## src/logic/smrc_pkg.sv

```systemverilog
package smrc_pkg;

    // Bus and data widths
    localparam int ADDR_W = 8;
    localparam int DATA_W = 32;
    localparam int GATE_W = 6;
    localparam int CNT_W = 8;
    localparam int NUM_PORTS = 4;
    localparam int PORT_W = 8;

    // Register byte offsets
    localparam logic [7:0] OFS_SLEEP_CTRL = 8'h00;
    localparam logic [7:0] OFS_SLEEP_CMD = 8'h04;
    localparam logic [7:0] OFS_PWR_STATUS = 8'h08;
    localparam logic [7:0] OFS_PORT_DIR = 8'h0C;
    localparam logic [7:0] OFS_PORT_OUT = 8'h10;
    localparam logic [7:0] OFS_PORT_PULL = 8'h14;
    localparam logic [7:0] OFS_PORT_IN = 8'h18;

    // Field positions
    localparam int CTRL_MODE_LSB = 0;
    localparam int CTRL_EN_BIT = 3;
    localparam int CMD_GO_BIT = 0;
    localparam int STAT_GATE_LSB = 0;
    localparam int STAT_STATE_LSB = 8;
    localparam int STAT_MODE_LSB = 12;
    localparam int STAT_RSTF_BIT = 16;

    // Gate vector bit positions
    localparam int G_CPU = 0;
    localparam int G_IO = 1;
    localparam int G_INTR = 2;
    localparam int G_ADC = 3;
    localparam int G_ASYNC = 4;
    localparam int G_OSC = 5;

    // Gate patterns per operating condition
    localparam logic [5:0] GATE_RUN = 6'h3F;
    localparam logic [5:0] GATE_IDLE = 6'h3E;
    localparam logic [5:0] GATE_ADCNR = 6'h3C;
    localparam logic [5:0] GATE_PDOWN = 6'h00;
    localparam logic [5:0] GATE_PSAVE = 6'h10;
    localparam logic [5:0] GATE_STBY = 6'h20;
    localparam logic [5:0] GATE_XSTBY = 6'h30;
    localparam logic [5:0] GATE_WAKE = 6'h20;

    // Sleep mode codes; 6 and 7 are reserved
    typedef enum logic [2:0] {
        MODE_IDLE = 3'h0,
        MODE_ADCNR = 3'h1,
        MODE_PDOWN = 3'h2,
        MODE_PSAVE = 3'h3,
        MODE_STBY = 3'h4,
        MODE_XSTBY = 3'h5
    } smrc_mode_t;

    // Sequencer states, one-hot
    typedef enum logic [2:0] {
        ST_RUN = 3'b001,
        ST_SLEEP = 3'b010,
        ST_WAKE = 3'b100
    } smrc_state_t;

    // Timing
    localparam int CLK_PERIOD_NS = 25;
    localparam int OSC_START_NS = 1000;
    localparam logic [7:0] OSC_START_CYCLES =
        8'((OSC_START_NS + CLK_PERIOD_NS - 1) / CLK_PERIOD_NS);

    // Reset values
    localparam logic [2:0] CTRL_MODE_RST = 3'h0;
    localparam logic [31:0] PORT_RST = 32'h0000_0000;

    // Port state
    typedef struct packed {
        logic [7:0] s1;
        logic [7:0] s2;
        logic [7:0] s3;
        logic [7:0] val;
        logic [7:0] o;
        logic [7:0] oe;
        logic [7:0] pu;
    } smrc_port_st_t;

    // Sequencer and register state
    typedef struct packed {
        smrc_state_t state;
        logic [2:0] mode;
        logic sleep_en;
        logic [2:0] cur_mode;
        logic [5:0] gate;
        logic [7:0] cnt;
        logic rst_flag;
        logic [31:0] dir;
        logic [31:0] out;
        logic [31:0] pull;
        logic [31:0] prdata;
        logic pready;
        logic pslverr;
    } smrc_top_st_t;

endpackage

```

## src/logic/smrc_top.sv

```systemverilog
`timescale 1ns/10ps
`default_nettype none
module smrc_top (
    input wire logic SYS_CLK_IN,
    input wire logic RESETN_IN,
    input wire logic PSEL_IN,
    input wire logic PENABLE_IN,
    input wire logic PWRITE_IN,
    input wire logic [smrc_pkg::ADDR_W-1:0] PADDR_IN,
    input wire logic [smrc_pkg::DATA_W-1:0] PWDATA_IN,
    input wire logic [3:0] PSTRB_IN,
    output logic [smrc_pkg::DATA_W-1:0] PRDATA_OUT,
    output logic PREADY_OUT,
    output logic PSLVERR_OUT,
    input wire logic WAKE_IRQ_IN,
    output logic CPU_CLK_EN_OUT,
    output logic IO_CLK_EN_OUT,
    output logic INTR_EN_OUT,
    output logic ADC_CLK_EN_OUT,
    output logic ASYNC_TMR_EN_OUT,
    output logic MAIN_OSC_EN_OUT,
    output logic SLEEPING_OUT,
    input wire logic [smrc_pkg::PORT_W-1:0] FIRST_PORT_PINS_IN,
    output logic [smrc_pkg::PORT_W-1:0] FIRST_PORT_PINS_OUT,
    output logic [smrc_pkg::PORT_W-1:0] FIRST_PORT_PINS_OE_OUT,
    output logic [smrc_pkg::PORT_W-1:0] FIRST_PORT_PULLUP_OUT,
    input wire logic [smrc_pkg::PORT_W-1:0] SECOND_PORT_PINS_IN,
    output logic [smrc_pkg::PORT_W-1:0] SECOND_PORT_PINS_OUT,
    output logic [smrc_pkg::PORT_W-1:0] SECOND_PORT_PINS_OE_OUT,
    output logic [smrc_pkg::PORT_W-1:0] SECOND_PORT_PULLUP_OUT,
    input wire logic [smrc_pkg::PORT_W-1:0] THIRD_PORT_PINS_IN,
    output logic [smrc_pkg::PORT_W-1:0] THIRD_PORT_PINS_OUT,
    output logic [smrc_pkg::PORT_W-1:0] THIRD_PORT_PINS_OE_OUT,
    output logic [smrc_pkg::PORT_W-1:0] THIRD_PORT_PULLUP_OUT,
    input wire logic [smrc_pkg::PORT_W-1:0] FOURTH_PORT_PINS_IN,
    output logic [smrc_pkg::PORT_W-1:0] FOURTH_PORT_PINS_OUT,
    output logic [smrc_pkg::PORT_W-1:0] FOURTH_PORT_PINS_OE_OUT,
    output logic [smrc_pkg::PORT_W-1:0] FOURTH_PORT_PULLUP_OUT
);
    import smrc_pkg::*;

    // Whole block state and its next value
    smrc_top_st_t st;
    smrc_top_st_t next_st;

    // All four ports packed, lane 0 is the first port
    logic [31:0] pins_in_all;
    logic [31:0] pins_out_all;
    logic [31:0] pins_oe_all;
    logic [31:0] pullup_all;
    logic [31:0] value_all;

    // Bus phase decode
    logic acc_start;
    logic wr_done;
    logic sleep_go;
    logic mode_ok;

    // Gate pattern for a sleep mode; reserved codes never reach here
    function automatic logic [5:0] gate_of(input logic [2:0] m);
        logic [5:0] g;
        g = GATE_RUN;
        case (m)
            MODE_IDLE: g = GATE_IDLE;
            MODE_ADCNR: g = GATE_ADCNR;
            MODE_PDOWN: g = GATE_PDOWN;
            MODE_PSAVE: g = GATE_PSAVE;
            MODE_STBY: g = GATE_STBY;
            MODE_XSTBY: g = GATE_XSTBY;
            default: g = GATE_RUN;
        endcase
        return g;
    endfunction

    // Modes whose wake needs the main oscillator to restart first
    function automatic logic osc_was_off(input logic [2:0] m);
        return (m == MODE_PDOWN) || (m == MODE_PSAVE);
    endfunction

    assign pins_in_all = {FOURTH_PORT_PINS_IN, THIRD_PORT_PINS_IN,
                          SECOND_PORT_PINS_IN, FIRST_PORT_PINS_IN};

    // One port block per 8-bit port
    for (genvar g = 0; g < NUM_PORTS; g++) begin : g_port
        smrc_port u_port (
            .clk_in(SYS_CLK_IN),
            .rst_n_in(RESETN_IN),
            .dir_in(st.dir[g*PORT_W +: PORT_W]),
            .out_in(st.out[g*PORT_W +: PORT_W]),
            .pull_in(st.pull[g*PORT_W +: PORT_W]),
            .pin_in(pins_in_all[g*PORT_W +: PORT_W]),
            .pin_out(pins_out_all[g*PORT_W +: PORT_W]),
            .pin_oe_out(pins_oe_all[g*PORT_W +: PORT_W]),
            .pullup_out(pullup_all[g*PORT_W +: PORT_W]),
            .value_out(value_all[g*PORT_W +: PORT_W])
        );
    end

    // First access cycle: answer is prepared, pready rises next edge
    assign acc_start = PSEL_IN && PENABLE_IN && !st.pready;
    // Completing edge: the only edge at which a write lands
    assign wr_done = PSEL_IN && PENABLE_IN && st.pready && PWRITE_IN;
    // Sleep command strobe
    assign sleep_go = wr_done && (PADDR_IN == OFS_SLEEP_CMD)
                      && PSTRB_IN[0] && PWDATA_IN[CMD_GO_BIT];
    // Only the six defined codes may be entered
    assign mode_ok = (st.mode <= MODE_XSTBY);

    // Next-state logic: bus slave, register writes and sequencer
    always_comb begin
        next_st = st;
        next_st.pready = 1'b0;
        next_st.pslverr = 1'b0;

        // Read data and error are built one cycle ahead of pready
        if (acc_start) begin
            next_st.pready = 1'b1;
            next_st.prdata = '0;
            unique case (PADDR_IN)
                OFS_SLEEP_CTRL: begin
                    next_st.prdata[CTRL_MODE_LSB +: 3] = st.mode;
                    next_st.prdata[CTRL_EN_BIT] = st.sleep_en;
                end
                OFS_SLEEP_CMD: begin
                    // Write-only strobe, reads as zero
                    next_st.prdata = '0;
                end
                OFS_PWR_STATUS: begin
                    next_st.prdata[STAT_GATE_LSB +: 6] = st.gate;
                    next_st.prdata[STAT_STATE_LSB +: 3] = st.state;
                    next_st.prdata[STAT_MODE_LSB +: 3] = st.cur_mode;
                    next_st.prdata[STAT_RSTF_BIT] = st.rst_flag;
                end
                OFS_PORT_DIR: begin
                    next_st.prdata = st.dir;
                end
                OFS_PORT_OUT: begin
                    next_st.prdata = st.out;
                end
                OFS_PORT_PULL: begin
                    next_st.prdata = st.pull;
                end
                OFS_PORT_IN: begin
                    next_st.prdata = value_all;
                end
                default: begin
                    // Unmapped: error answer, data zero, writes dropped
                    next_st.pslverr = 1'b1;
                end
            endcase
        end

        // Register writes, honouring byte strobes
        if (wr_done) begin
            unique case (PADDR_IN)
                OFS_SLEEP_CTRL: begin
                    if (PSTRB_IN[0]) begin
                        next_st.mode = PWDATA_IN[CTRL_MODE_LSB +: 3];
                        next_st.sleep_en = PWDATA_IN[CTRL_EN_BIT];
                    end
                end
                OFS_PWR_STATUS: begin
                    // Reset flag is write-one-to-clear
                    if (PSTRB_IN[2] && PWDATA_IN[STAT_RSTF_BIT]) begin
                        next_st.rst_flag = 1'b0;
                    end
                end
                OFS_PORT_DIR, OFS_PORT_OUT, OFS_PORT_PULL: begin
                    // Lane i belongs to port i, so ports can be set alone
                    for (int i = 0; i < NUM_PORTS; i++) begin
                        if (PSTRB_IN[i]) begin
                            if (PADDR_IN == OFS_PORT_DIR) begin
                                next_st.dir[i*PORT_W +: PORT_W] = PWDATA_IN[i*PORT_W +: PORT_W];
                            end else if (PADDR_IN == OFS_PORT_OUT) begin
                                next_st.out[i*PORT_W +: PORT_W] = PWDATA_IN[i*PORT_W +: PORT_W];
                            end else begin
                                next_st.pull[i*PORT_W +: PORT_W] = PWDATA_IN[i*PORT_W +: PORT_W];
                            end
                        end
                    end
                end
                default: begin
                    // Command strobe, read-only or unmapped: nothing stored
                end
            endcase
        end

        // Power sequencer
        unique case (st.state)
            ST_RUN: begin
                // A wake request in the same cycle cancels the entry,
                // so a wake still asserted in the command cycle keeps the block running
                if (sleep_go && st.sleep_en && mode_ok && !WAKE_IRQ_IN) begin
                    next_st.state = ST_SLEEP;
                    next_st.cur_mode = st.mode;
                    next_st.gate = gate_of(st.mode);
                end
            end
            ST_SLEEP: begin
                // Registers keep their contents while asleep
                if (WAKE_IRQ_IN) begin
                    if (osc_was_off(st.cur_mode)) begin
                        // Oscillator must restart before the CPU runs
                        next_st.state = ST_WAKE;
                        next_st.cnt = OSC_START_CYCLES - 8'h01;
                        next_st.gate = GATE_WAKE;
                    end else begin
                        // Oscillator kept running: resume at once
                        next_st.state = ST_RUN;
                        next_st.gate = GATE_RUN;
                    end
                end
            end
            ST_WAKE: begin
                // Start-up wait, oscillator only
                if (st.cnt == 8'h00) begin
                    next_st.state = ST_RUN;
                    next_st.gate = GATE_RUN;
                end else begin
                    next_st.cnt = st.cnt - 8'h01;
                end
            end
            default: begin
                // Illegal code: restart through the start-up wait
                next_st.state = ST_WAKE;
                next_st.cnt = OSC_START_CYCLES - 8'h01;
                next_st.gate = GATE_WAKE;
            end
        endcase
    end

    // State register; reset acts at once with no clock edge needed
    always_ff @(posedge SYS_CLK_IN or negedge RESETN_IN) begin
        if (!RESETN_IN) begin
            st <= '0;
            // CPU held off, oscillator start-up counted after release
            st.state <= ST_WAKE;
            st.cnt <= OSC_START_CYCLES - 8'h01;
            st.gate <= GATE_WAKE;
            st.mode <= CTRL_MODE_RST;
            st.cur_mode <= CTRL_MODE_RST;
            st.rst_flag <= 1'b1;
            st.dir <= PORT_RST;
            st.out <= PORT_RST;
            st.pull <= PORT_RST;
        end else begin
            st <= next_st;
        end
    end

    // Outputs straight from state flip-flops
    assign PRDATA_OUT = st.prdata;
    assign PREADY_OUT = st.pready;
    assign PSLVERR_OUT = st.pslverr;
    assign CPU_CLK_EN_OUT = st.gate[G_CPU];
    assign IO_CLK_EN_OUT = st.gate[G_IO];
    assign INTR_EN_OUT = st.gate[G_INTR];
    assign ADC_CLK_EN_OUT = st.gate[G_ADC];
    assign ASYNC_TMR_EN_OUT = st.gate[G_ASYNC];
    assign MAIN_OSC_EN_OUT = st.gate[G_OSC];
    assign SLEEPING_OUT = st.state[1];

    // Port pins from the port blocks' own flip-flops
    assign FIRST_PORT_PINS_OUT = pins_out_all[7:0];
    assign FIRST_PORT_PINS_OE_OUT = pins_oe_all[7:0];
    assign FIRST_PORT_PULLUP_OUT = pullup_all[7:0];
    assign SECOND_PORT_PINS_OUT = pins_out_all[15:8];
    assign SECOND_PORT_PINS_OE_OUT = pins_oe_all[15:8];
    assign SECOND_PORT_PULLUP_OUT = pullup_all[15:8];
    assign THIRD_PORT_PINS_OUT = pins_out_all[23:16];
    assign THIRD_PORT_PINS_OE_OUT = pins_oe_all[23:16];
    assign THIRD_PORT_PULLUP_OUT = pullup_all[23:16];
    assign FOURTH_PORT_PINS_OUT = pins_out_all[31:24];
    assign FOURTH_PORT_PINS_OE_OUT = pins_oe_all[31:24];
    assign FOURTH_PORT_PULLUP_OUT = pullup_all[31:24];
endmodule
`default_nettype wire

```

## src/logic/smrc_port.sv

```systemverilog
`timescale 1ns/10ps
`default_nettype none
module smrc_port (
    input wire logic clk_in,
    input wire logic rst_n_in,
    input wire logic [7:0] dir_in,
    input wire logic [7:0] out_in,
    input wire logic [7:0] pull_in,
    input wire logic [7:0] pin_in,
    output logic [7:0] pin_out,
    output logic [7:0] pin_oe_out,
    output logic [7:0] pullup_out,
    output logic [7:0] value_out
);
    import smrc_pkg::*;

    // Registered port state
    smrc_port_st_t st;
    smrc_port_st_t next_st;

    // Three-stage input capture; a level is taken once stages two and three agree
    always_comb begin
        next_st = st;
        next_st.s1 = pin_in;
        next_st.s2 = st.s1;
        next_st.s3 = st.s2;
        next_st.val = (st.s2 & st.s3) | (st.val & (st.s2 ^ st.s3));
        // Each bit drives or listens on its own
        next_st.oe = dir_in;
        next_st.o = out_in;
        // Pull-up only on bits set as inputs, so a driven pin never fights it
        next_st.pu = pull_in & ~dir_in;
    end

    // Asynchronous clear releases every pin even with no clock running
    always_ff @(posedge clk_in or negedge rst_n_in) begin
        if (!rst_n_in) begin
            st <= '0;
        end else begin
            st <= next_st;
        end
    end

    assign pin_out = st.o;
    assign pin_oe_out = st.oe;
    assign pullup_out = st.pu;
    assign value_out = st.val;
endmodule
`default_nettype wire

```

## config.mk

```make
export PLATFORM = sky130hd
export DESIGN_NAME = smrc_top
export DESIGN_NICKNAME = d
export VERILOG_FILES = /design/src/logic/smrc_pkg.sv /design/src/logic/smrc_top.sv /design/src/logic/smrc_port.sv
export SDC_FILE = /design/constraint.sdc
export NUM_CORES = 1
export LEC_CHECK = 0
export ABC_AREA = 1
export BUFFER_PORTS_ARGS = -buffer_cell sky130_fd_sc_hd__clkbuf_2
export CAP_MARGIN = 25
export CORE_ASPECT_RATIO = 0.7
export CORE_MARGIN = 2
export CORE_UTILIZATION = 37
export CTS_BUF_LIST = sky130_fd_sc_hd__clkbuf_4 sky130_fd_sc_hd__clkbuf_8 sky130_fd_sc_hd__clkbuf_16
export DETAILED_ROUTE_END_ITERATION = 10
export PLACE_DENSITY = 0.69
export SLEW_MARGIN = 20
export SYNTH_ARGS = -nofsm -noshare
export SYNTH_HDL_FRONTEND = slang
export SYNTH_SLANG_ARGS = --single-unit
```

## constraint.sdc

```tcl
create_clock -name SYS_CLK_IN -period 1.4 [get_ports SYS_CLK_IN]
set_input_delay 0.07 -clock SYS_CLK_IN [delete_from_list [all_inputs] [get_ports SYS_CLK_IN]]
set_output_delay 0.07 -clock SYS_CLK_IN [all_outputs]
set_load 0.02 [all_outputs]
```

# Yosys cells after proc, flatten, opt, wreduce, memory -nomap -nowiden
# Index checks and enable logic that the tools add are counted.
# word_totals
reg_bits	379
elab_cells	161
# classes
addsub	1
n_lt_le_gt_ge	1
eq_ne	21
n_mux	25
bitwise_logic	27
n_reduce_logical	36
# ops
op	n
$and 8x8->8	12
$pmux 15 s4	1
$reduce_and 5->1	8
$pmux 6 s6	1
$not 8->8	4
$or 8x8->8	4
$xor 8x8->8	4
$pmux 3 s5	2
$eq 8x5->1 const B	3
$pmux 4 s6	1
$pmux 8 s3	1
$reduce_and 4->1	5
$pmux 6 s3	1
$eq 8x4->1 const B	2
$logic_not 8->1	2
$mux 8	2
$eq 3x2->1 const B	5
$mux 14	1
$mux 3	4
$mux 6	2
$logic_and 1x1->1	11
$ne 2x2->1 const B	5
$pmux 2 s5	1
$eq 3x3->1 const B	3
other kinds (19)	26

# Depth between registers and ports, before layout
# Gate-level depths: netlist (run 1).
# logic_depth
ltp_word	11
mapped_depth	11
depth_no_buf	9

# Modules after synthesis
# From an unflattened synthesis (run 1), not the netlist that was laid out.
# hier_totals
hier_cells	1568
hier_area_um2	15479.8
# by_module_without_submodules
module	instances	cells_each	area_per_inst_um2
smrc_top	1	1024	7832.5
smrc_port	4	136	1911.8

# Least setup slack after synthesis (run 1)
# Ideal clock, no wire load.
# synth_path
path_kind	register -> register
startpoint	register st (netlist bit PREADY_OUT)
endpoint	register st[111] in the netlist's numbering
setup_time_ns	0.121
arrival_time_ns	1.369
path_slack_ns	-0.090
stages_incl_launch_ff	9
period_less_slack_ns	1.490
cell_sequence	dfrtp_1 -> nand2_1 -> nor2_1 -> inv_1 -> nor2_1 -> nand2_1 -> buf_2 -> nand2_1 -> o21ai_1
# synth_between
elab_chain_len	3
# synth_lines
item	line_no	rtl
start, declared	smrc_top.sv:43	smrc_top_st_t st;
start signal, assigned	smrc_top.sv:247	st <= next_st;
$logic_and 1x1->1 (2 in a row)	smrc_top.sv:102	assign wr_done = PSEL_IN && PENABLE_IN && st.pready && PWRITE_IN;
$reduce_and 4->1 (no source line)	--	
# Every way passes these cells.
# A chain may end at the register's enable or synchronous reset.

# Worst setup path in the final report (run 1)
# layout_path
startpoint	register st (netlist bit PREADY_OUT)
endpoint	register st[115] in the netlist's numbering
# The elaborated chain is that of the path after synthesis.

==> results of run 1 <==
==> what timing repair did <==
action	in CTS	in global routing
setup endpoints to repair	60	139
cloned	0	4
buffers inserted	1	16
pin swaps	11	32
hold buffers	73	0
endpoints found under the hold margin	513	0
gates resized for setup	31	105
==> worst min-delay path, cell delays in order <==
cell,delay [ps]
sky130_fd_sc_hd__clkbuf_2,100
sky130_fd_sc_hd__inv_1,90
sky130_fd_sc_hd__nor2_4,60
sky130_fd_sc_hd__nand2_8,120
sky130_fd_sc_hd__o21ai_0,80
==> logic make-up (layout without fill, tap and decap cells) <==
kind of cell,after synthesis,in the layout,synth area share
AND/OR/NAND/NOR,551,554,0.1584
buffers and inverters,269,537,0.1069
AO/OA/AOI/OAI,164,164,0.06352
flip-flops,378,378,0.6400
other,0,5,0
adder cells (fa/ha/maj),34,34,0.02876
XOR/XNOR,4,4,0.002368
==> stage by stage <==
stage,total power [mW],utilization,TNS [ps]
2_1_floorplan,13.06,-,0
3_3_place_gp,14.12,0.4089,-604.9
6_report,24.57,0.4745,0
5_1_grt,25.63,0.4742,-1097
4_1_cts,24.58,0.4621,-494.1
3_5_place_dp,14.18,0.4089,-2561
==> area by class of cell <==
type	count	area share
Multi-Input combinational cell	756	0.2225
Sequential cell	378	0.5049
Antenna cell	5	0.0006669
Clock inverter	18	0.008270
Clock buffer	49	0.05836
Timing Repair Buffer	370	0.1491
Inverter	100	0.02054
Tap cell	535	0.03568
==> placed cells by master (no fill, tap or decap), types with 3 or more instances in the layout <==
cell,count
sky130_fd_sc_hd__clkbuf_2,212
sky130_fd_sc_hd__dlygate4sd3_1,69
sky130_fd_sc_hd__clkinv_2,7
sky130_fd_sc_hd__o21ai_1,56
sky130_fd_sc_hd__clkbuf_16,39
sky130_fd_sc_hd__nand2_1,260
sky130_fd_sc_hd__dfrtp_1,368
sky130_fd_sc_hd__xor2_1,4
sky130_fd_sc_hd__clkbuf_4,3
sky130_fd_sc_hd__a21o_1,32
sky130_fd_sc_hd__dlymetal6s4s_1,4
sky130_fd_sc_hd__nand2_4,14
sky130_fd_sc_hd__buf_4,51
sky130_fd_sc_hd__buf_6,6
sky130_fd_sc_hd__a21oi_1,4
sky130_fd_sc_hd__dfrtp_2,3
sky130_fd_sc_hd__nand3_2,3
sky130_fd_sc_hd__inv_6,3
sky130_fd_sc_hd__inv_1,89
sky130_fd_sc_hd__buf_12,25
sky130_fd_sc_hd__o21ai_0,52
sky130_fd_sc_hd__dfstp_2,7
sky130_fd_sc_hd__clkinvlp_4,4
sky130_fd_sc_hd__nand2_2,36
sky130_fd_sc_hd__buf_8,3
sky130_fd_sc_hd__clkinv_4,3
sky130_fd_sc_hd__nor2_1,84
sky130_fd_sc_hd__inv_2,8
sky130_fd_sc_hd__diode_2,5
sky130_fd_sc_hd__ha_1,32
sky130_fd_sc_hd__nand3_1,117
sky130_fd_sc_hd__nand4_1,8
sky130_fd_sc_hd__nor2_2,6
sky130_fd_sc_hd__nor2_4,13
sky130_fd_sc_hd__clkbuf_8,7
sky130_fd_sc_hd__nand2_8,5
sky130_fd_sc_hd__o21ai_2,16
==> worst max path at each step <==
stage / end / slack [ps]
after floorplan: st[133]$_DFFE_PN1P_ / 0.8
after global placement: PRDATA_OUT[22]$_DFFE_PN0P_ / -50
after detailed placement: st[74]$_DFFE_PN0P_ / -100
after CTS: st[113]$_DFFE_PN0P_ / -50
after global routing: st[115]$_DFFE_PN0P_ / -70
final: st[115]$_DFFE_PN0P_ / 8
==> sequential cells by signal, indices dropped and copies added (netlist names), 32 cells and up <==
name and count:
PRDATA_OUT 32, g_port.u_port.value_out 32, st 114, g_port.u_port.next_st 64, g_port.u_port.pin_out 32, g_port.u_port.pullup_out 32, g_port.u_port.pin_oe_out 32, g_port.u_port.st 32
==> synth_stat cells, drive strengths merged <==
cell type	number	area (µm²)
dfrtp	371	9284
o21a	1	7.510
ha	34	425.4
dfstp	7	183.9
buf	158	1160
or2	1	6.260
clkbuf	11	41.29
nand3b	2	15.01
a21oi	5	25.02
and2	2	15.02
o21ai	124	650.6
nand3	121	610.6
a311oi	1	8.760
nor3	2	21.27
a21o	32	240.2
inv	99	371.6
nor2	103	414.2
nand2	312	1211
a22oi	1	7.510
xor2	4	35.03
clkinv	1	8.760
nand4	8	50.05
==> power groups by stage <==
stage               registers, mW  logic (mW)  clock network (mW)
floorplan                    11.9        1.11                   0
global placement             12.0        2.16                   0
detailed placement           12.0        2.21                   0
CTS                          11.8        2.55                10.2
global route                 11.8        3.05                10.7
finish                       11.8        2.77                9.99
==> routing by layer <==
metal  up-vias  share of wire  global-route usage
met1      5134           0.46              0.2604
met3        75          0.069             0.04509
met5         -        0.00059                   0
met2       367           0.44              0.2728
met4         4          0.034             0.06268
li1       4867              -                   -
==> impl_results.html, run 1 <==
<table>
<tr><th>Metric</th><th>Value</th></tr>
<tr><th colspan="2">Outcome</th></tr>
<tr><td>Status</td><td>complete, no violations</td></tr>
<tr><th colspan="2">Clock tree</th></tr>
<tr><td>Clock transition time at the flip-flop clock pins of the worst setup and hold paths</td><td>60 ps</td></tr>
<tr><td>Total clock buffers created by CTS</td><td>39</td></tr>
<tr><td>H-tree levels</td><td>2</td></tr>
<tr><td>CTS sink count</td><td>378</td></tr>
<tr><td>Clock latency of the later-clocked register in the worst-skew pair</td><td>550 ps</td></tr>
<tr><td>Clock root buffer</td><td>sky130_fd_sc_hd__clkbuf_16</td></tr>
<tr><td>Clock tree from TritonCTS</td><td>built</td></tr>
<tr><td>CTS Buffer Depth</td><td>3</td></tr>
<tr><th colspan="2">Worst setup path</th></tr>
<tr><td>Crit path DAT</td><td>1800 ps</td></tr>
<tr><td>Cell count along the critical path</td><td>8</td></tr>
<tr><td>Cell type of the slowest stage on the worst timing path</td><td>sky130_fd_sc_hd__dfrtp_2</td></tr>
<tr><td>Startpoint of the worst register-to-register path</td><td>PREADY_OUT$_DFF_PN0_</td></tr>
<tr><td>Slowest cell delay on critical path</td><td>370 ps</td></tr>
<tr><td>Register-to-Register Setup Slack</td><td>about 8.0 ps</td></tr>
<tr><td>Cell count of the worst reg-to-reg path</td><td>8</td></tr>
<tr><td>Worst path required time</td><td>1810 ps</td></tr>
<tr><td>Worst Setup SP</td><td>PREADY_OUT$_DFF_PN0_</td></tr>
<tr><td>Sort of element at the start of the critical path</td><td>register</td></tr>
<tr><td>CP cell instances</td><td>nand2_2, nor2_4, inv_4, nor2_4, buf_12, nand2_8, nand2_2, o21ai_1</td></tr>
<tr><td>FF-to-FF End</td><td>st[115]$_DFFE_PN0P_</td></tr>
<tr><td>Type of the setup path with the least slack</td><td>register to register</td></tr>
<tr><td>Crit-path max FO</td><td>8</td></tr>
<tr><td>Endpoint class of the critical path</td><td>register</td></tr>
<tr><td>Worst path buffer plus inverter count</td><td>2</td></tr>
<tr><td>Delay-heaviest family, CP</td><td>simple AND/OR/NAND/NOR gates</td></tr>
<tr><th colspan="2">Min path</th></tr>
<tr><td>Hold Path Depth</td><td>5</td></tr>
<tr><td>Worst min path class</td><td>primary input to register</td></tr>
<tr><td>Min-Delay Endpoint</td><td>st[82]$_DFFE_PN0P_</td></tr>
<tr><td>Beginning of the worst hold path</td><td>PSTRB_IN[2]</td></tr>
<tr><th colspan="2">Yosys</th></tr>
<tr><td>Synth Net Count</td><td>1516</td></tr>
<tr><td>Cell area after synthesis</td><td>0.01479 mm²</td></tr>
<tr><td>Post-Syn Instances</td><td>1400</td></tr>
<tr><td>Synth unique cells</td><td>35</td></tr>
<tr><td>Yosys synthesis warning count</td><td>0</td></tr>
<tr><td>Mean Syn Cell Area</td><td>10.57 µm²</td></tr>
<tr><td>#FFs+latches synth</td><td>~380</td></tr>
<tr><td>Proportion of synthesized chip area in sequential cells</td><td>0.6400</td></tr>
<tr><th colspan="2">Pwr</th></tr>
<tr><td>Total internal power</td><td>around 18 mW</td></tr>
<tr><td>Part of the total power dissipated in the clock network</td><td>0.407</td></tr>
<tr><td>Net Sw Power</td><td>6.280 mW</td></tr>
<tr><td>Combinational power share</td><td>0.113</td></tr>
<tr><td>Power Dens Cells</td><td>~1300 mW/mm²</td></tr>
<tr><td>Static power due to leakage</td><td>between 9 and 10 nW</td></tr>
<tr><td>Largest voltage drop on the vdd net</td><td>~0.77 mV</td></tr>
<tr><td>Switching power share of the total</td><td>0.2556</td></tr>
<tr><td>Share of power burned in registers</td><td>0.480</td></tr>
<tr><th colspan="2">Route</th></tr>
<tr><td>Total length of routed wires</td><td>38760 µm</td></tr>
<tr><td>Detailed router's first-iteration violation count</td><td>1022</td></tr>
<tr><td>Via density per instance</td><td>4.725</td></tr>
<tr><td>Via Count</td><td>10450</td></tr>
<tr><td>Residual antenna-violating net count after detailed routing</td><td>0</td></tr>
<tr><td>Routed wirelength normalized by instance count</td><td>17.53 µm</td></tr>
<tr><td># DRC</td><td>0</td></tr>
<tr><td>DRT Pass-1 Iters</td><td>5</td></tr>
<tr><th colspan="2">Global route</th></tr>
<tr><td>Antenna violations before repair</td><td>8</td></tr>
<tr><td>Vias in the first global route</td><td>10170</td></tr>
<tr><td>Maximum number of pins on one net before global-route repair</td><td>82</td></tr>
<tr><td>Final global-route overflow total</td><td>0</td></tr>
<tr><td>Total global-route track usage</td><td>0.1827</td></tr>
<tr><td>First-pass GRT wire length</td><td>58490 µm</td></tr>
<tr><th colspan="2">Timing</th></tr>
<tr><td>Final Hold Viols</td><td>0</td></tr>
<tr><td>Setup Skew</td><td>25.71 ps</td></tr>
<tr><td>Normalized max-slew margin</td><td>0.5926</td></tr>
<tr><td>Worst Slack Setup Final</td><td>roughly 8 ps</td></tr>
<tr><td>Final worst path period share</td><td>0.9943</td></tr>
<tr><td>Final max-slew violation count</td><td>0</td></tr>
<tr><td>Slew at the pin closest to its max-slew limit</td><td>607.0 ps</td></tr>
<tr><td>Number of endpoints failing setup at the final stage</td><td>0</td></tr>
<tr><td>RSZ-0062 raised after global routing</td><td>true</td></tr>
<tr><td>Worst-case hold slack</td><td>42.39 ps</td></tr>
<tr><td>Time the worst path needs with I/O delays and setup</td><td>1392 ps</td></tr>
<tr><td>Maximum frequency from static timing analysis</td><td>around 720 MHz</td></tr>
<tr><th colspan="2">Place</th></tr>
<tr><td>Port-buffer cells</td><td>218</td></tr>
<tr><td>Instance area after placement</td><td>0.01616 mm²</td></tr>
<tr><td>Half-perimeter wire length after detailed placement</td><td>27040 µm</td></tr>
<tr><td>RePlAce Congestion</td><td>0.8720</td></tr>
<tr><td>Placed Instances</td><td>between 2000 and 2500</td></tr>
<tr><td>Pre-CTS worst setup slack</td><td>-98.27 ps</td></tr>
<tr><th colspan="2">Finish</th></tr>
<tr><td>Final instance area</td><td>between 0.015 and 0.02 mm²</td></tr>
<tr><td>Footprint of the flip-flops and latches</td><td>0.009472 mm²</td></tr>
<tr><td>Footprint of the multi-input gates</td><td>0.004174 mm²</td></tr>
<tr><td>Post-synthesis to final-layout area growth</td><td>26.82%</td></tr>
<tr><td>Layout fillers</td><td>~3600</td></tr>
<tr><td>Final std cells w/o fill</td><td>2211</td></tr>
<tr><td>Fraction of final layout cells with drive strength greater than 1</td><td>0.2914</td></tr>
<tr><td>Net count of the finished layout</td><td>1761</td></tr>
<tr><th colspan="2">Die</th></tr>
<tr><td>Effective utilization at floorplan</td><td>0.3742</td></tr>
<tr><td>Horizontal extent of the die</td><td>243.0 µm</td></tr>
<tr><td>Row Count</td><td>a little over 60</td></tr>
<tr><td>Die area</td><td>0.04162 mm²</td></tr>
<tr><td>Height of the die</td><td>171.3 µm</td></tr>
<tr><td>Ports</td><td>between 200 and 250</td></tr>
<tr><td>Placeable Area</td><td>0.03954 mm²</td></tr>
<tr><th colspan="2">Flow run</th></tr>
<tr><td>Max Cap Viol</td><td>0</td></tr>
</table>
(Power assumes the default switching activity.)
==> run 2, diff against run 1 <==
--- a/config.mk
+++ b/config.mk
@@ -13,8 +13,8 @@
 export CORE_UTILIZATION = 37
 export CTS_BUF_LIST = sky130_fd_sc_hd__clkbuf_4 sky130_fd_sc_hd__clkbuf_8 sky130_fd_sc_hd__clkbuf_16
 export DETAILED_ROUTE_END_ITERATION = 10
-export PLACE_DENSITY = 0.69
-export SLEW_MARGIN = 20
+export PLACE_DENSITY = 0.56
+export SLEW_MARGIN = 30
 export SYNTH_ARGS = -nofsm -noshare
 export SYNTH_HDL_FRONTEND = slang
 export SYNTH_SLANG_ARGS = --single-unit
==> constraint.sdc (replaced) <==
create_clock -name SYS_CLK_IN -period 1.7 [get_ports SYS_CLK_IN]
set_input_delay 0.085 -clock SYS_CLK_IN [delete_from_list [all_inputs] [get_ports SYS_CLK_IN]]
set_output_delay 0.085 -clock SYS_CLK_IN [all_outputs]
set_load 0.02 [all_outputs]
==> run 2 against run 1 <==
- combinational power decreased by 38%
- wire length decreased by 1.5%
- sequential share of layout area increased by 2.9 points
- power decreased by 18%
- clock power decreased by 13%
- cell area decreased by 5.4%
- first-iteration DRC count decreased by 12%
- worst setup slack improved by 41 ps
- count of clock-buffer cells in the layout increased by 7
- largest cell class unchanged
==> impl_results.html, run 2 (synthesized netlist as in run 1, its figures left out) <==
<table>
<tr><th>Metric</th><th>Value</th></tr>
<tr><th colspan="2">Worst setup path</th></tr>
<tr><td>Crit-path max FO</td><td>32 (+24)</td></tr>
<tr><td>CP cell instances</td><td>dlygate4sd3_1, clkbuf_2, inv_1, nand2_1, nor2_2, nand2_2, clkinv_4, nand2_2, nand2_1, o21ai_0</td></tr>
<tr><td>Worst path buffer plus inverter count</td><td>4 (+2)</td></tr>
<tr><td>Slowest cell delay on critical path</td><td>530 ps (+160 ps)</td></tr>
<tr><td>Crit path DAT</td><td>2050 ps (+250 ps)</td></tr>
<tr><td>Register-to-Register Setup Slack</td><td>80 ps (+70 ps)</td></tr>
<tr><td>Cell count of the worst reg-to-reg path</td><td>7 (-1)</td></tr>
<tr><td>Type of the setup path with the least slack</td><td>primary input to register</td></tr>
<tr><td>FF-to-FF End</td><td>st[124]$_DFFE_PN0P_</td></tr>
<tr><td>Startpoint of the worst register-to-register path</td><td>PREADY_OUT$_DFF_PN0_</td></tr>
<tr><td>Worst path required time</td><td>2100 ps (+290 ps)</td></tr>
<tr><td>Cell type of the slowest stage on the worst timing path</td><td>sky130_fd_sc_hd__dlygate4sd3_1</td></tr>
<tr><td>Endpoint class of the critical path</td><td>register</td></tr>
<tr><td>Delay-heaviest family, CP</td><td>buffers and inverters</td></tr>
<tr><td>Sort of element at the start of the critical path</td><td>primary input</td></tr>
<tr><th colspan="2">Timing</th></tr>
<tr><td>Final worst path period share</td><td>0.9713</td></tr>
<tr><td>Slew at the pin closest to its max-slew limit</td><td>472.1 ps (-134.9 ps)</td></tr>
<tr><td>Worst Slack Setup Final</td><td>48.81 ps (+40.81 ps)</td></tr>
<tr><td>Time the worst path needs with I/O delays and setup</td><td>1651 ps</td></tr>
<tr><td>Final max-slew violation count</td><td>0 (unchanged)</td></tr>
<tr><td>Final Hold Viols</td><td>0 (unchanged)</td></tr>
<tr><td>Normalized max-slew margin</td><td>0.6852 (+0.09266)</td></tr>
<tr><td>RSZ-0062 raised after global routing</td><td>true</td></tr>
<tr><td>Setup Skew</td><td>24.22 ps (-1.496 ps)</td></tr>
<tr><td>Maximum frequency from static timing analysis</td><td>605.6 MHz</td></tr>
<tr><td>Number of endpoints failing setup at the final stage</td><td>0 (unchanged)</td></tr>
<tr><th colspan="2">Route</th></tr>
<tr><td>Residual antenna-violating net count after detailed routing</td><td>0 (unchanged)</td></tr>
<tr><td>DRT Pass-1 Iters</td><td>5 (unchanged)</td></tr>
<tr><td>Detailed router's first-iteration violation count</td><td>897 (-12%)</td></tr>
<tr><td>Via density per instance</td><td>4.572 (-3.2%)</td></tr>
<tr><td>Via Count</td><td>9839 (-5.8%)</td></tr>
<tr><td># DRC</td><td>0 (unchanged)</td></tr>
<tr><td>Total length of routed wires</td><td>38170 µm (-1.5%)</td></tr>
<tr><td>Routed wirelength normalized by instance count</td><td>17.74 µm (+1.2%)</td></tr>
<tr><th colspan="2">Die</th></tr>
<tr><td>Horizontal extent of the die</td><td>243.0 µm (unchanged)</td></tr>
<tr><td>Height of the die</td><td>171.3 µm (unchanged)</td></tr>
<tr><td>Row Count</td><td>61 (unchanged)</td></tr>
<tr><td>Ports</td><td>219 (unchanged)</td></tr>
<tr><td>Die area</td><td>0.04162 mm² (unchanged)</td></tr>
<tr><td>Effective utilization at floorplan</td><td>0.3742 (unchanged)</td></tr>
<tr><td>Placeable Area</td><td>0.03954 mm² (unchanged)</td></tr>
<tr><th colspan="2">Clock tree</th></tr>
<tr><td>Post-CTS setup repair buffer count</td><td>0 (-1)</td></tr>
<tr><td>Total clock buffers created by CTS</td><td>39 (unchanged)</td></tr>
<tr><td>H-tree levels</td><td>2 (unchanged)</td></tr>
<tr><td>Clock tree from TritonCTS</td><td>built</td></tr>
<tr><td>CTS sink count</td><td>378 (unchanged)</td></tr>
<tr><td>CTS Buffer Depth</td><td>3 (unchanged)</td></tr>
<tr><td>Clock latency of the later-clocked register in the worst-skew pair</td><td>540 ps (about the same)</td></tr>
<tr><td>Clock transition time at the flip-flop clock pins of the worst setup and hold paths</td><td>60 ps (about the same)</td></tr>
<tr><td>Clock root buffer</td><td>sky130_fd_sc_hd__clkbuf_16</td></tr>
<tr><th colspan="2">Min path</th></tr>
<tr><td>Hold Path Depth</td><td>5 (unchanged)</td></tr>
<tr><td>Beginning of the worst hold path</td><td>PSTRB_IN[2]</td></tr>
<tr><td>Min-Delay Endpoint</td><td>st[130]$_DFFE_PN1P_</td></tr>
<tr><td>Worst min path class</td><td>primary input to register</td></tr>
<tr><th colspan="2">Pwr</th></tr>
<tr><td>Power Dens Cells</td><td>1135 mW/mm² (-13%)</td></tr>
<tr><td>Tot Pwr</td><td>20.13 mW (-18%)</td></tr>
<tr><td>Total internal power</td><td>15.28 mW (-16%)</td></tr>
<tr><td>Static power due to leakage</td><td>9.270 nW (-4.9%)</td></tr>
<tr><td>Combinational power share</td><td>0.086 (-0.027)</td></tr>
<tr><td>Largest voltage drop on the vdd net</td><td>0.6135 mV (-21%)</td></tr>
<tr><td>Net Sw Power</td><td>4.857 mW (-23%)</td></tr>
<tr><td>Part of the total power dissipated in the clock network</td><td>0.432 (+0.025)</td></tr>
<tr><td>Switching power share of the total</td><td>0.2412 (-0.01438)</td></tr>
<tr><td>Share of power burned in registers</td><td>0.483 (+0.003)</td></tr>
<tr><th colspan="2">Global route</th></tr>
<tr><td>Vias in the first global route</td><td>9791 (-3.7%)</td></tr>
<tr><td>First-pass GRT wire length</td><td>59480 µm (+1.7%)</td></tr>
<tr><td>Maximum number of pins on one net before global-route repair</td><td>63 (-23%)</td></tr>
<tr><td>Total global-route track usage</td><td>0.1862 (+0.003549)</td></tr>
<tr><td>Final global-route overflow total</td><td>0 (unchanged)</td></tr>
<tr><td>Antenna violations before repair</td><td>3 (-5)</td></tr>
<tr><th colspan="2">Finish</th></tr>
<tr><td>Most flops, register</td><td>st</td></tr>
<tr><td>Leading cell types in the layout, fill and taps excluded</td><td>371 x sky130_fd_sc_hd__dfrtp_1, 296 x sky130_fd_sc_hd__nand2_1, 217 x sky130_fd_sc_hd__clkbuf_2, 119 x sky130_fd_sc_hd__nand3_1, 96 x sky130_fd_sc_hd__inv_1</td></tr>
<tr><td>Layout fillers</td><td>3752 (+4.9%)</td></tr>
<tr><td>Final std cells w/o fill</td><td>2152 (-2.7%)</td></tr>
<tr><td>Post-synthesis to final-layout area growth</td><td>19.95%</td></tr>
<tr><td>Net count of the finished layout</td><td>1703 (-3.3%)</td></tr>
<tr><td>Most common cell after layout, fill and taps aside</td><td>sky130_fd_sc_hd__dfrtp_1</td></tr>
<tr><td>Fraction of final layout cells with drive strength greater than 1</td><td>0.2279 (-0.06358)</td></tr>
<tr><td>Footprint of the flip-flops and latches</td><td>0.009468 mm² (about the same)</td></tr>
<tr><td>Max FFs per register</td><td>114 (unchanged)</td></tr>
<tr><td>Footprint of the multi-input gates</td><td>0.003796 mm² (-9.1%)</td></tr>
<tr><th colspan="2">Outcome</th></tr>
<tr><td>Status</td><td>complete, no violations</td></tr>
<tr><th colspan="2">Place</th></tr>
<tr><td>RePlAce Congestion</td><td>0.8597 (-1.4%)</td></tr>
<tr><td>Half-perimeter wire length after detailed placement</td><td>25890 µm (-4.3%)</td></tr>
<tr><td>Placed Instances</td><td>2013 (-1.7%)</td></tr>
<tr><td>Port-buffer cells</td><td>218 (unchanged)</td></tr>
<tr><td>Pre-CTS worst setup slack</td><td>26.34 ps (+124.6 ps)</td></tr>
<tr><th colspan="2">Flow run</th></tr>
<tr><td>Max Cap Viol</td><td>0 (unchanged)</td></tr>
</table>
[run 2: power groups by stage]
stage	registers [mW]	logic (mW)	clock network, mW
2_1_floorplan	9.84	0.891	0
3_3_place_gp	9.87	1.58	0
3_5_place_dp	9.88	1.61	0
4_1_cts	9.72	1.74	8.93
5_1_grt	9.76	1.93	9.35
6_report	9.72	1.72	8.69
[run 2: metrics by stage]
stage / cell area, µm² / util / setup TNS [ps] / hold WS (ps)
final: 17740 / 0.4488 / 0 / 42.64
after global routing: 17740 / 0.4487 / -3569 / 33.78
after CTS: 17710 / 0.4480 / 0 / 14.37
after detailed placement: 15720 / 0.3976 / 0 / 36.58
after global placement: 15720 / 0.3976 / 0 / 32.38
after floorplan: 14790 / - / 0 / -210.6
[run 2: worst max path at each step]
stage	start	endpoint	slack [ps]	depth (start not counted)
after floorplan	PREADY_OUT$_DFF_PN0_	st[111]$_DFFE_PN0P_	210	8
after global placement	PADDR_IN[0]	st[124]$_DFFE_PN0P_	80	9
after detailed placement	PADDR_IN[0]	st[124]$_DFFE_PN0P_	30	9
after CTS	st[131]$_DFFE_PN1P_	ADC_CLK_EN_OUT$_DFFE_PN0P_	80	9
after global routing	PREADY_OUT$_DFF_PN0_	st[125]$_DFFE_PN0P_	-100	6
final	PADDR_IN[4]	st[124]$_DFFE_PN0P_	50	10
[run 2: what timing repair did]
action	CTS	global route
setup endpoints to repair	0	60
resized for setup	0	8
endpoints found under the hold margin	507	0
hold buffers	68	0
[run 2: tightest hold or removal path, cell delays in order]
cell and delay [ps]:
sky130_fd_sc_hd__clkbuf_2 110, sky130_fd_sc_hd__inv_1 70, sky130_fd_sc_hd__nor2_2 70, sky130_fd_sc_hd__nand2_1 110, sky130_fd_sc_hd__o21a_1 120
[run 2: routing by layer]
layer	vias to the layer above	track usage	share of wire
li1	4736	-	-
met2	301	0.2656	0.42
met1	4738	0.2844	0.50
met5	-	0	0.00029
met4	2	0.05175	0.024
met3	62	0.03948	0.059
[run 2: cell type report]
class                      instances  area share
antenna                            2   0.0002820
clock buffer                      56     0.06494
clock inverter                    13    0.008884
inverter                         100     0.02165
multi-input combinational        753      0.2139
sequential                       378      0.5336
tap                              535     0.03772
timing repair buffer             315      0.1190
